--- src/common/pprc_pkg.sv ---
// Constants, types and helpers for the power, reset and protection control block.
// Assumes a single 200 MHz clock; device pins arrive synchronous to it.
package pprc_pkg;

    // Timing
    localparam int CLK_PERIOD_NS                = 5;
    localparam int POWER_UP_RESET_TIME_NS       = 1000;
    localparam int POR_CYC                      = (POWER_UP_RESET_TIME_NS + CLK_PERIOD_NS - 1)
                                                  / CLK_PERIOD_NS;
    localparam int WAKE_TO_VALID_OUTPUT_TIME_NS = 25;
    localparam int WAKE_CYC                     = (WAKE_TO_VALID_OUTPUT_TIME_NS / CLK_PERIOD_NS
                                                   < 1) ? 1 :
                                                  WAKE_TO_VALID_OUTPUT_TIME_NS / CLK_PERIOD_NS;
    localparam int POR_CNT_W                    = 8;

    // Sizes
    localparam int NUM_MC     = 8;
    localparam int SIG_BYTES  = 8;
    localparam int ARRAY_IN_W = 19;
    localparam int VERIFY_W   = 19;

    // Array input vector fields
    localparam int AIN_FB_LSB  = 0;
    localparam int AIN_DED_LSB = 8;
    localparam int AIN_PD_BIT  = 16;
    localparam int AIN_CLK_BIT = 17;
    localparam int AIN_OEN_BIT = 18;

    // Verify word fields
    localparam int VER_CFG_LSB  = 0;
    localparam int VER_MODE_LSB = 16;
    localparam int VER_PD_BIT   = 18;

    // Reset values
    localparam logic [7:0] REG_RESET    = 8'h00;
    localparam logic [7:0] IO_OUT_RESET = 8'hff;
    localparam logic [7:0] IO_OE_RESET  = 8'h00;
    localparam logic [7:0] KEEP_RESET   = 8'h00;

    // Macrocell configuration codes
    localparam logic [1:0] MC_REG_OUT  = 2'h0;
    localparam logic [1:0] MC_COMB_IO  = 2'h1;
    localparam logic [1:0] MC_COMB_OUT = 2'h2;
    localparam logic [1:0] MC_INPUT    = 2'h3;

    // Architecture mode codes; the unused code behaves as simple
    localparam logic [1:0] MODE_REGISTERED = 2'h0;
    localparam logic [1:0] MODE_COMPLEX    = 2'h1;
    localparam logic [1:0] MODE_SIMPLE     = 2'h2;

    typedef enum logic [1:0] {
        ST_POR  = 2'h0,
        ST_RUN  = 2'h1,
        ST_DOWN = 2'h3,
        ST_WAKE = 2'h2
    } pprc_state_t;

    // Effective macrocell role after the architecture mode is applied
    function automatic logic [1:0] pprc_eff_cfg(input logic [1:0] mode, input logic [1:0] cfg);
        logic [1:0] r;
        r = cfg;
        if (mode != MODE_REGISTERED && cfg == MC_REG_OUT) begin
            r = MC_COMB_OUT;
        end else if (mode != MODE_REGISTERED && mode != MODE_COMPLEX && cfg == MC_COMB_IO) begin
            r = MC_COMB_OUT;
        end
        return r;
    endfunction

endpackage

--- src/verilog/pprc_keeper.sv ---
// Pin keepers: each pin holds its last driven level.
// Assumes driven flags mark an external source or the block's own buffer.
`timescale 1ns/1ps
module pprc_keeper
    import pprc_pkg::*;
(
    input  wire logic       clock,
    input  wire logic       resetn,
    input  wire logic [7:0] level,
    input  wire logic [7:0] driven,
    output logic      [7:0] held
);

    typedef struct packed {
        logic [7:0] held;
    } pprc_keep_t;

    pprc_keep_t s_q;
    pprc_keep_t s_d;

    // Undriven pins keep their level, also while powered down (see RQ8)
    always_comb begin
        s_d      = s_q;
        s_d.held = (driven & level) | (~driven & s_q.held);
    end

    always_ff @(posedge clock or negedge resetn) begin
        if (!resetn) begin
            s_q.held <= KEEP_RESET;
        end else begin
            s_q <= s_d;
        end
    end

    assign held = s_q.held;

endmodule

--- src/verilog/pprc_por_timer.sv ---
// Power-up reset interval timer.
// Assumes resetn models the supply crossing the reset threshold.
`timescale 1ns/1ps
module pprc_por_timer
    import pprc_pkg::*;
(
    input  wire logic clock,
    input  wire logic resetn,
    output logic      done
);

    typedef struct packed {
        logic [POR_CNT_W-1:0] cnt;
        logic                 done;
    } pprc_por_t;

    pprc_por_t s_q;
    pprc_por_t s_d;

    // Counts the whole reset interval (see RQ4)
    always_comb begin
        s_d = s_q;
        if (!s_q.done) begin
            if (s_q.cnt == POR_CNT_W'(POR_CYC - 1)) begin
                s_d.done = 1'b1;
            end else begin
                s_d.cnt = s_q.cnt + POR_CNT_W'(1);
            end
        end
    end

    always_ff @(posedge clock or negedge resetn) begin
        if (!resetn) begin
            s_q.cnt  <= '0;
            s_q.done <= 1'b0;
        end else begin
            s_q <= s_d;
        end
    end

    assign done = s_q.done;

endmodule

--- src/verilog/pprc_ctrl.sv ---
// Power-up reset, power-down, macrocell and programmer control of a small PLD.
// Assumes the logic array is outside: it reads array_in, returns sums and OE terms.
// How it works
// (RQ1) Power-up reset clears every macrocell register to low.
// (RQ2) Registered outputs drive inverted, so they show high after power-up reset.
// (RQ3) Board meets setup times before the first clock rise after reset.
// (RQ4) Clock sources stay stable during the power-up reset interval.
// (RQ5) Enabled power-down pin high freezes outputs and internal state; the code still updates the fuse and signature bytes.
// (RQ6) Outputs in high impedance at power-down entry stay high impedance.
// (RQ7) While powered down, clock and inputs are ignored except power-down pin; the code still takes the fuse and signature strobes.
// (RQ8) Undriven input and I/O pins keep their last level, also when down.
// (RQ9) Without the power-down option its pin is an ordinary logic input.
// (RQ10) Preload forces any single macrocell register high or low.
// (RQ11) After the security fuse is set, verify and preload are refused.
// (RQ12) The eight-byte user signature stays readable regardless of the fuse.
// (RQ13) Programmer sets the security fuse last; it acts at once.
// (RQ14) Each macrocell is registered, combinational I/O, combinational out or input.
// (RQ15) One of three architecture modes, by register and OE usage.
// (RQ16) After power-down pin falls, outputs resume within the wake time.
// (RQ17) Leaving power-down resumes from held state without register reset.
`timescale 1ns/1ps
module pprc_ctrl
    import pprc_pkg::*;
(
    input  wire logic                  clock,
    input  wire logic                  resetn,
    input  wire logic                  dev_clk,
    input  wire logic                  oe_n_pin,
    input  wire logic                  power_down_pin,
    input  wire logic [7:0]            ded_in,
    input  wire logic [7:0]            ded_drv,
    input  wire logic [7:0]            io_in,
    input  wire logic [7:0]            io_ext_drv,
    input  wire logic                  pd_enable,
    input  wire logic [1:0]            arch_mode,
    input  wire logic [15:0]           mc_cfg,
    input  wire logic [7:0]            array_sum,
    input  wire logic [7:0]            array_pt_oe,
    output logic      [ARRAY_IN_W-1:0] array_in,
    output logic      [7:0]            io_out,
    output logic      [7:0]            io_oe,
    input  wire logic                  preload_stb,
    input  wire logic [2:0]            preload_idx,
    input  wire logic                  preload_val,
    output logic                       preload_done,
    output logic                       preload_refused,
    input  wire logic                  verify_stb,
    output logic      [VERIFY_W-1:0]   verify_data,
    output logic                       verify_valid,
    output logic                       verify_refused,
    input  wire logic                  secure_stb,
    output logic                       secured,
    input  wire logic                  sig_wr_stb,
    input  wire logic                  sig_rd_stb,
    input  wire logic [2:0]            sig_addr,
    input  wire logic [7:0]            sig_wdata,
    output logic      [7:0]            sig_rdata,
    output logic                       sig_rvalid,
    output logic                       por_busy,
    output logic                       powered_down
);

    typedef struct packed {
        pprc_state_t                   state;
        logic [7:0]                    regs;
        logic [7:0]                    reg_mask;
        logic                          clk_prev;
        logic [ARRAY_IN_W-1:0]         ain;
        logic [7:0]                    io_out;
        logic [7:0]                    io_oe;
        logic                          secured;
        logic [SIG_BYTES-1:0][7:0]     sig;
        logic [7:0]                    sig_rdata;
        logic                          sig_rvalid;
        logic [VERIFY_W-1:0]           ver_data;
        logic                          ver_valid;
        logic                          ver_refused;
        logic                          pl_done;
        logic                          pl_refused;
        logic                          por_busy;
        logic                          powered_down;
    } pprc_ctrl_t;

    localparam int WAKE_BOUND = WAKE_CYC;

    pprc_ctrl_t s_q;
    pprc_ctrl_t s_d;
    logic       por_done;
    logic [7:0] io_kept;
    logic [7:0] ded_kept;

    pprc_por_timer u_por (
        .clock  (clock),
        .resetn (resetn),
        .done   (por_done)
    );

    // Own buffer counts as a driver for the I/O keepers
    pprc_keeper u_keep_io (
        .clock  (clock),
        .resetn (resetn),
        .level  (s_q.io_oe & s_q.io_out | ~s_q.io_oe & io_in),
        .driven (io_ext_drv | s_q.io_oe),
        .held   (io_kept)
    );

    pprc_keeper u_keep_ded (
        .clock  (clock),
        .resetn (resetn),
        .level  (ded_in),
        .driven (ded_drv),
        .held   (ded_kept)
    );

    always_comb begin
        logic       pd_req;
        logic       eval;
        logic       clk_rise;
        logic       sec_now;
        logic [1:0] ec;
        pd_req   = pd_enable & power_down_pin;
        eval     = 1'b0;
        clk_rise = 1'b0;
        sec_now  = s_q.secured | secure_stb;
        ec       = MC_INPUT;
        s_d             = s_q;
        s_d.pl_done     = 1'b0;
        s_d.pl_refused  = 1'b0;
        s_d.ver_valid   = 1'b0;
        s_d.ver_refused = 1'b0;
        s_d.sig_rvalid  = 1'b0;

        case (s_q.state)
            ST_POR: begin
                // Clock edges are not taken before the interval ends (see RQ4)
                s_d.clk_prev = dev_clk;
                eval         = 1'b1;
                if (por_done) begin
                    s_d.state = ST_RUN;
                end
            end
            ST_RUN: begin
                if (pd_req) begin
                    s_d.state = ST_DOWN;
                end else begin
                    eval     = 1'b1;
                    clk_rise = dev_clk & ~s_q.clk_prev;
                    s_d.clk_prev = dev_clk;
                end
            end
            ST_DOWN: begin
                // Registers, outputs and array inputs hold; only the pin is watched, but fuse and signature strobes still act (see RQ5) (see RQ6) (see RQ7)
                if (!pd_req) begin
                    s_d.state = ST_WAKE;
                end
            end
            ST_WAKE: begin
                // Clock level moved while down is no edge (see RQ16) (see RQ17)
                s_d.clk_prev = dev_clk;
                s_d.state    = pd_req ? ST_DOWN : ST_RUN;
            end
            default: begin
                s_d.state = ST_POR;
            end
        endcase

        if (eval) begin
            s_d.reg_mask = '0;
            for (int i = 0; i < NUM_MC; i++) begin
                ec = pprc_eff_cfg(arch_mode, mc_cfg[2*i +: 2]);  // see (RQ14) (see RQ15)
                s_d.reg_mask[i] = (ec == MC_REG_OUT);
            end
            // Macrocell registers only see the clock pin in registered mode (see RQ3)
            if (clk_rise && arch_mode == MODE_REGISTERED) begin
                s_d.regs = (s_q.regs & ~s_d.reg_mask) | (array_sum & s_d.reg_mask);
            end
            for (int i = 0; i < NUM_MC; i++) begin
                ec = pprc_eff_cfg(arch_mode, mc_cfg[2*i +: 2]);
                case (ec)
                    MC_REG_OUT: begin
                        s_d.io_out[i] = ~s_d.regs[i];  // see (RQ2)
                        s_d.io_oe[i]  = ~oe_n_pin;
                    end
                    MC_COMB_IO: begin
                        s_d.io_out[i] = array_sum[i];
                        s_d.io_oe[i]  = array_pt_oe[i];
                    end
                    MC_COMB_OUT: begin
                        s_d.io_out[i] = array_sum[i];
                        s_d.io_oe[i]  = 1'b1;
                    end
                    default: begin
                        s_d.io_out[i] = 1'b0;
                        s_d.io_oe[i]  = 1'b0;
                    end
                endcase
                s_d.ain[AIN_FB_LSB + i] = s_d.reg_mask[i] ? s_q.regs[i] : io_kept[i];
            end
            s_d.ain[AIN_DED_LSB +: 8] = ded_kept;
            s_d.ain[AIN_PD_BIT]       = pd_enable ? 1'b0 : power_down_pin;  // see (RQ9)
            s_d.ain[AIN_CLK_BIT]      = (arch_mode != MODE_REGISTERED) & dev_clk;
            s_d.ain[AIN_OEN_BIT]      = (arch_mode != MODE_REGISTERED) & oe_n_pin;
        end

        // Programmer side; the fuse takes effect in its own cycle (see RQ13)
        if (s_q.state != ST_DOWN) begin
            if (preload_stb) begin
                if (sec_now) begin
                    s_d.pl_refused = 1'b1;  // see (RQ11)
                end else begin
                    s_d.regs[preload_idx] = preload_val;  // see (RQ10)
                    s_d.pl_done           = 1'b1;
                end
            end
            if (verify_stb) begin
                if (sec_now) begin
                    s_d.ver_refused = 1'b1;  // see (RQ11)
                    s_d.ver_data    = '0;
                end else begin
                    s_d.ver_valid = 1'b1;
                    s_d.ver_data  = '0;
                    s_d.ver_data[VER_CFG_LSB +: 16] = mc_cfg;
                    s_d.ver_data[VER_MODE_LSB +: 2] = arch_mode;
                    s_d.ver_data[VER_PD_BIT]        = pd_enable;
                end
            end
        end
        if (secure_stb) begin
            s_d.secured = 1'b1;
        end
        if (sig_wr_stb) begin
            s_d.sig[sig_addr] = sig_wdata;
        end
        if (sig_rd_stb) begin
            s_d.sig_rdata  = s_q.sig[sig_addr];  // see (RQ12)
            s_d.sig_rvalid = 1'b1;
        end

        s_d.por_busy     = (s_d.state == ST_POR);
        s_d.powered_down = (s_d.state == ST_DOWN);
    end

    // Registers clear on power-up (see RQ1)
    always_ff @(posedge clock or negedge resetn) begin
        if (!resetn) begin
            s_q.state        <= ST_POR;
            s_q.regs         <= REG_RESET;
            s_q.reg_mask     <= '0;
            s_q.clk_prev     <= 1'b0;
            s_q.ain          <= '0;
            s_q.io_out       <= IO_OUT_RESET;
            s_q.io_oe        <= IO_OE_RESET;
            s_q.secured      <= 1'b0;
            s_q.sig          <= '0;
            s_q.sig_rdata    <= '0;
            s_q.sig_rvalid   <= 1'b0;
            s_q.ver_data     <= '0;
            s_q.ver_valid    <= 1'b0;
            s_q.ver_refused  <= 1'b0;
            s_q.pl_done      <= 1'b0;
            s_q.pl_refused   <= 1'b0;
            s_q.por_busy     <= 1'b1;
            s_q.powered_down <= 1'b0;
        end else begin
            s_q <= s_d;
        end
    end

    assign array_in        = s_q.ain;
    assign io_out          = s_q.io_out;
    assign io_oe           = s_q.io_oe;
    assign preload_done    = s_q.pl_done;
    assign preload_refused = s_q.pl_refused;
    assign verify_data     = s_q.ver_data;
    assign verify_valid    = s_q.ver_valid;
    assign verify_refused  = s_q.ver_refused;
    assign secured         = s_q.secured;
    assign sig_rdata       = s_q.sig_rdata;
    assign sig_rvalid      = s_q.sig_rvalid;
    assign por_busy        = s_q.por_busy;
    assign powered_down    = s_q.powered_down;
endmodule

--- config.mk ---
export PLATFORM = sky130hd
export DESIGN_NAME = pprc_ctrl
export DESIGN_NICKNAME = d
export VERILOG_FILES = /design/src/common/pprc_pkg.sv /design/src/verilog/pprc_keeper.sv /design/src/verilog/pprc_por_timer.sv /design/src/verilog/pprc_ctrl.sv
export SDC_FILE = /design/constraint.sdc
export NUM_CORES = 1
export LEC_CHECK = 0
export ABC_CLOCK_PERIOD_IN_PS = 2250
export BUFFER_PORTS_ARGS = -buffer_cell sky130_fd_sc_hd__buf_2
export CAP_MARGIN = 20
export CORE_MARGIN = 3
export CORE_UTILIZATION = 50
export CTS_BUF_LIST = sky130_fd_sc_hd__clkbuf_16
export DETAILED_ROUTE_END_ITERATION = 12
export PLACE_DENSITY_LB_ADDON = 0.05
export SYNTH_ARGS = -nofsm -noshare
export SYNTH_HDL_FRONTEND = slang
export SYNTH_SLANG_ARGS = --single-unit
--- constraint.sdc ---
create_clock -name clock -period 2.25 [get_ports clock]
set_input_delay 0.675 -clock clock [delete_from_list [all_inputs] [get_ports clock]]
set_output_delay 0.675 -clock clock [all_outputs]
set_load 0.05 [all_outputs]
==> Word level (Yosys, flattened, before mapping) <==
Cells that the tools add are included.
{ "totals": {"inputBits": 92, "elab_cells": 236, "out_inout_bits": 70, "regBits": 178} }
{ "op_classes": {"n_eq_ne": 32, "n_addsub": 1, "mux": 83, "bitwise": 34, "n_reduce_logical": 53, "magnitude_cmp": 4} }
{ "ops": {"columns": ["op", "count"], "rows": [
  ["$and 8x8->8", 8],
  ["$bwmux 64", 1],
  ["$mux 2", 30],
  ["$mux 8", 7],
  ["$or 8x8->8", 5],
  ["$logic_not 2->1", 19],
  ["$eq 2x1->1 const B", 17],
  ["$not 8->8", 4],
  ["$bmux 8 s3", 1],
  ["$demux 8 s3", 1],
  ["$pmux 1 s3", 8],
  ["$eq 2x2->1 const B", 11],
  ["$logic_and 1x1->1", 20],
  ["$pmux 1 s2", 10],
  ["$mux 1", 19],
  ["$mux 19", 1],
  ["$reduce_or 2->1", 9],
  ["$mux 16", 1],
  ["$not 1->1", 12],
  ["$add 8x1->8 const B", 1],
  ["$bwmux 8", 1],
  ["$eq 8x8->1 const B", 1],
  ["$lt 3x4->1 const B", 2],
  ["$pmux 2 s4", 1],
  ["9 further kinds", 17]
]} }

==> Logic depth before layout (Yosys ltp) <==
{ "depth": {"ltp_word": 17, "mapped_depth": 8, "mapped_depth_nobuf": 7} }

==> By module <==
From an unflattened synthesis, not the netlist that was laid out.
{ "hier_totals": {"cells_unflattened": 749, "area_unflattened_um2": 8723.4} }
{ "by_module_without_submodules": {"columns": ["module", "n_inst", "area_each_um2", "cells_each", "seq_area_each_um2"], "rows": [
  ["pprc_ctrl", 1, 7647.3, 680, 3639.7],
  ["pprc_keeper", 2, 320.3, 16, 200.2],
  ["pprc_por_timer", 1, 435.4, 37, 225.2]
]} }

==> Worst setup path before layout <==
Ideal clock, no wire load.
{ "synth_path": {"kind": "input -> register", "startpoint": "input arch_mode[1]", "endpoint": "register s_q[143] (netlist bit)", "setup_ps": 125, "path_stages": 7, "t_arrival_ps": 2209, "path_buffers": 2, "path_slack_ps": -84, "required_ps": 2125, "path_cell_list": "buf_2 clkbuf_1 a211oi_1 ha_1 nand4_1 mux2_2 mux2_2"} }
{ "synth_lines": {"columns": ["item", "line_no", "source"], "rows": [
  ["from (decl)", "pprc_ctrl.sv:35", "input wire logic [1:0] arch_mode,"],
  ["to (decl)", "pprc_ctrl.sv:86", "pprc_ctrl_t s_q;"]
]} }

==> report_table.html <==
<table>
<tr><th>Metric</th><th>Value</th></tr>
<tr><th colspan="2">Setup path</th></tr>
<tr><td>WP data arrival</td><td>around 2.3 ns</td></tr>
<tr><td>Largest fanout on the critical path</td><td>10</td></tr>
<tr><td>Data required time at the worst endpoint</td><td>2.56 ns</td></tr>
<tr><td>Startpoint Class</td><td>primary input</td></tr>
<tr><td>Slowest cell on the critical path</td><td>sky130_fd_sc_hd__a211oi_1</td></tr>
<tr><td>Cells traversed along the worst timing path</td><td>buf_2 -&gt; buf_12 -&gt; a211oi_1 -&gt; ha_1 -&gt; nand4_1 -&gt; mux2_2 -&gt; mux2_2</td></tr>
<tr><td>Critical Path Max Stage Delay</td><td>roughly 0.34 ns</td></tr>
<tr><td>Critical Setup Path Class</td><td>primary input to flip-flop</td></tr>
<tr><td>Cell family with the largest share of critical-path delay</td><td>multiplexers</td></tr>
<tr><td>Dominant cell type by count on the critical path</td><td>sky130_fd_sc_hd__mux2_2</td></tr>
<tr><td>Worst path bufs/invs</td><td>2</td></tr>
<tr><td>Worst setup EP type</td><td>flip-flop</td></tr>
<tr><th colspan="2">Floorplan</th></tr>
<tr><td>Floorplan die width</td><td>approximately 140 µm</td></tr>
<tr><td>Overall die area</td><td>about 0.019 mm²</td></tr>
<tr><td>I/O pin count</td><td>162</td></tr>
<tr><td>Effective utilization at floorplan</td><td>0.516</td></tr>
<tr><td>Die boundary height</td><td>~140 µm</td></tr>
<tr><td>Area of the placeable core</td><td>0.0167 mm²</td></tr>
<tr><td># rows</td><td>47</td></tr>
<tr><th colspan="2">Place</th></tr>
<tr><td>Area post-placement</td><td>~0.0096 mm²</td></tr>
<tr><td># port buffers</td><td>161</td></tr>
<tr><td>Global placement routability congestion</td><td>~0.8</td></tr>
<tr><td>Worst slack at placement</td><td>-0.142 ns</td></tr>
<tr><td>Hpwl dp</td><td>15,200 µm</td></tr>
<tr><td>Total instance count after detailed placement</td><td>about 1,100</td></tr>
<tr><th colspan="2">Clock network</th></tr>
<tr><td>Library cell used as clock root buffer</td><td>sky130_fd_sc_hd__clkbuf_16</td></tr>
<tr><td>CTS tree</td><td>done</td></tr>
<tr><td>Cts hold-fix bufs</td><td>0</td></tr>
<tr><td>Total CTS buffers</td><td>17</td></tr>
<tr><td>H-tree Lvls</td><td>4</td></tr>
<tr><td>Resized cells post-CTS</td><td>0</td></tr>
<tr><td>Number of buffers on the longest clock path</td><td>2</td></tr>
<tr><td>Post-CTS setup buffer count</td><td>0</td></tr>
<tr><td>Worst-Skew Late Latency</td><td>0.43 ns</td></tr>
<tr><td>Register clock-pin slew on the reported worst setup and hold paths</td><td>roughly 0.070 ns</td></tr>
<tr><td>Sink count of the clock tree</td><td>170</td></tr>
<tr><th colspan="2">Synthesis</th></tr>
<tr><td>Top FF cell, synth</td><td>sky130_fd_sc_hd__dfrtp_1</td></tr>
<tr><td>Register bit count reported by yosys</td><td>170</td></tr>
<tr><td>Fraction of the yosys area taken by sequential cells</td><td>0.495</td></tr>
<tr><td>Post-synthesis cell type count</td><td>45</td></tr>
<tr><td>Number of flops mapped to enable cells by yosys</td><td>0</td></tr>
<tr><td>Count of mapped cells out of synthesis</td><td>745</td></tr>
<tr><td>Mean area per synthesized cell</td><td>11.6 µm²</td></tr>
<tr><td>Ys Warns</td><td>0</td></tr>
<tr><td>Cell area after synthesis</td><td>about 0.0086 mm²</td></tr>
<tr><td>Net count after synthesis</td><td>roughly 860</td></tr>
<tr><td>Share of synthesized flip-flops with an asynchronous set or reset</td><td>1.00</td></tr>
<tr><th colspan="2">Routing</th></tr>
<tr><td>Number of vias per cell</td><td>5.41</td></tr>
<tr><td>Post-DR wirelength/cell</td><td>approximately 18 µm</td></tr>
<tr><td>Via count of the routed design</td><td>6,060</td></tr>
<tr><td>DRC</td><td>0</td></tr>
<tr><td>First drt pass iteration count</td><td>4</td></tr>
<tr><td>Violation count after the first detailed-routing iteration</td><td>299</td></tr>
<tr><td>Final wirelength</td><td>roughly 21,000 µm</td></tr>
<tr><td>Residual antenna-violating net count after detailed routing</td><td>0</td></tr>
<tr><th colspan="2">STA</th></tr>
<tr><td>Ratio of final minimum period to clock period</td><td>0.874</td></tr>
<tr><td>Skew final</td><td>roughly 0.0077 ns</td></tr>
<tr><td>Final hold slack</td><td>0.0414 ns</td></tr>
<tr><td>Unrepaired setup endpoints after global routing</td><td>no</td></tr>
<tr><td>Maximum clock frequency</td><td>around 510 MHz</td></tr>
<tr><td>Total of endpoints with negative setup slack in the final report</td><td>0</td></tr>
<tr><td>Slew @ Worst Pin</td><td>roughly 0.75 ns</td></tr>
<tr><td>Setup slack after layout</td><td>0.284 ns</td></tr>
<tr><td>Final-report max-slew violation count</td><td>0</td></tr>
<tr><td>Hold violation count in the final report</td><td>0</td></tr>
<tr><td>Total Negative Setup Slacks</td><td>0 ns</td></tr>
<tr><td>Time the worst path needs with I/O delays and setup</td><td>1.97 ns</td></tr>
<tr><td>Max transition margin</td><td>0.498</td></tr>
<tr><th colspan="2">Power</th></tr>
<tr><td>Switching part of the total power</td><td>0.386</td></tr>
<tr><td>Worst-case vdd ir drop</td><td>a little over 0.7 mV</td></tr>
<tr><td>Post-layout total power</td><td>about 11 mW</td></tr>
<tr><td>Power density over the cells</td><td>1070 mW/mm²</td></tr>
<tr><td>Cell-internal power</td><td>6.73 mW</td></tr>
<tr><td>Comb pwr share</td><td>0.336</td></tr>
<tr><td>Net load switching power</td><td>4.23 mW</td></tr>
<tr><td>Pleak</td><td>4.88 nW</td></tr>
<tr><td>Relative contribution of the clock network to total power</td><td>0.268</td></tr>
<tr><td>Reg power frac</td><td>0.397</td></tr>
<tr><th colspan="2">Global routing</th></tr>
<tr><td>Initial antenna violation count</td><td>4</td></tr>
<tr><td>Number of global-route vias before repair</td><td>6,301</td></tr>
<tr><td>Global route overflow</td><td>0</td></tr>
<tr><td>Global-route wire length before repair</td><td>33,000 µm</td></tr>
<tr><td>Largest net degree at the start of global routing</td><td>99</td></tr>
<tr><td>Global-route usage over all layers</td><td>0.228</td></tr>
<tr><th colspan="2">Layout</th></tr>
<tr><td>Post-layout nets</td><td>1,005</td></tr>
<tr><td>Share of final-layout standard cells stronger than drive strength 1</td><td>0.427</td></tr>
<tr><td>Storage cell area</td><td>0.00427 mm²</td></tr>
<tr><td>Area occupied by multi-input gates</td><td>0.00358 mm²</td></tr>
<tr><td>Area growth from synthesis to layout</td><td>18.7%</td></tr>
<tr><td>Count of fill cells added during filler insertion</td><td>1,425</td></tr>
<tr><td>Final non-filler cell area</td><td>0.0102 mm²</td></tr>
<tr><td>Post-Route Utilization</td><td>0.612</td></tr>
<tr><td>Number of standard cells in the layout, taps in and fillers out</td><td>1,121</td></tr>
<tr><th colspan="2">Run</th></tr>
<tr><td>Maximum Capacitance Violations</td><td>0</td></tr>
<tr><th colspan="2">Min path</th></tr>
<tr><td>Worst hold path class</td><td>primary input to asynchronous set/reset pin</td></tr>
<tr><th colspan="2">Run status</th></tr>
<tr><td>Result of the run</td><td>finished, final reports clean</td></tr>
</table>
-- power by group through the flow --
stage	clock [mW]	sequential (mW)	combinational, mW
after floorplan	0	4.28	3.13
after global placement	0	4.35	3.64
after detailed placement	0	4.38	3.72
after CTS	3.00	4.34	3.73
after global routing	3.14	4.43	3.97
final	2.93	4.35	3.68
-- final timing paths --
kind                              start           end  slack [ns]  cells past startpoint
max                        arch_mode[1]      s_q[144]        0.28                      7
min                              resetn  powered_down        0.04                      1
max reg2reg                u_por.s_q[1]  u_por.s_q[2]        0.39                      4
min reg2reg                   flip-flop  array_in[13]        0.46                      2
max in group asynchronous        resetn     io_out[6]        1.48                      2
min in group clock            flip-flop  array_in[13]        0.46                      2
-- layer usage --
| layer | global-route usage | part of all wire |
|---|---|---|
| met4 | 0.0649 | 0.012 |
| met1 | 0.301 | 0.43 |
| met5 | 0 | 0.0017 |
| met2 | 0.375 | 0.49 |
| met3 | 0.0581 | 0.070 |
-- cells in the final DEF, fill, tap and decap left out, types with 20 or more instances in the layout --
| cell | instances |
|---|---|
| sky130_fd_sc_hd__inv_1 | 44 |
| sky130_fd_sc_hd__nand2_1 | 72 |
| sky130_fd_sc_hd__a21oi_1 | 24 |
| sky130_fd_sc_hd__mux2i_1 | 24 |
| sky130_fd_sc_hd__nand4_1 | 22 |
| sky130_fd_sc_hd__ha_1 | 25 |
| sky130_fd_sc_hd__buf_4 | 53 |
| sky130_fd_sc_hd__o21ai_0 | 20 |
| sky130_fd_sc_hd__dfrtp_1 | 161 |
| sky130_fd_sc_hd__buf_2 | 160 |
| sky130_fd_sc_hd__mux2_2 | 88 |
-- registers in the layout, summed over array words and instances (netlist names), named ones only --
register,count
s_q,75
array_in,19
verify_data,19
io_oe,8
io_out,8
sig_rdata,8
u_por.s_q,8
por_busy,1
powered_down,1
preload_done,1
preload_refused,1
secured,1
sig_rvalid,1
u_por.done,1
verify_refused,1
verify_valid,1
-- cell families (layout without fill, tap and decap cells) --
kind of cell    after synthesis  after routing  synth area share
simple gates                145            145            0.0841
other cells                   0              1                 0
xor+xnor                      7              7           0.00712
buf+inv                     142            297            0.0942
fa+ha+maj                    25             25            0.0363
compound gates              126            126            0.0958
flops                       170            170             0.495
mux                         130            130             0.187
-- cell type report --
type	instances	area share
timing repair buffer	221	0.132
multi-input combinational	433	0.350
antenna	1	0.000245
clock buffer	17	0.0416
clock inverter	14	0.0158
sequential	170	0.417
tap	220	0.0269
inverter	45	0.0165
-- synth_stat cells, types with 10 or more instances --
master                     instances  share of area
sky130_fd_sc_hd__mux4_2           16          0.042
sky130_fd_sc_hd__a21oi_1          32          0.019
sky130_fd_sc_hd__nand4_1          22          0.016
sky130_fd_sc_hd__inv_1            44          0.019
sky130_fd_sc_hd__nand2b_1         10         0.0073
sky130_fd_sc_hd__nor2_1           17         0.0074
sky130_fd_sc_hd__o21ai_0          20          0.012
sky130_fd_sc_hd__a211oi_1         16          0.014
sky130_fd_sc_hd__mux2i_1          24          0.028
sky130_fd_sc_hd__a31oi_1          11         0.0080
sky130_fd_sc_hd__ha_1             25          0.036
sky130_fd_sc_hd__buf_4            65          0.057
sky130_fd_sc_hd__o31ai_1          19          0.017
sky130_fd_sc_hd__mux2_2           88           0.12
sky130_fd_sc_hd__clkbuf_1         20         0.0087
sky130_fd_sc_hd__dfrtp_1         161           0.47
sky130_fd_sc_hd__nand2_1          72          0.031
No activity file was read; power rests on OpenSTA's default activity.
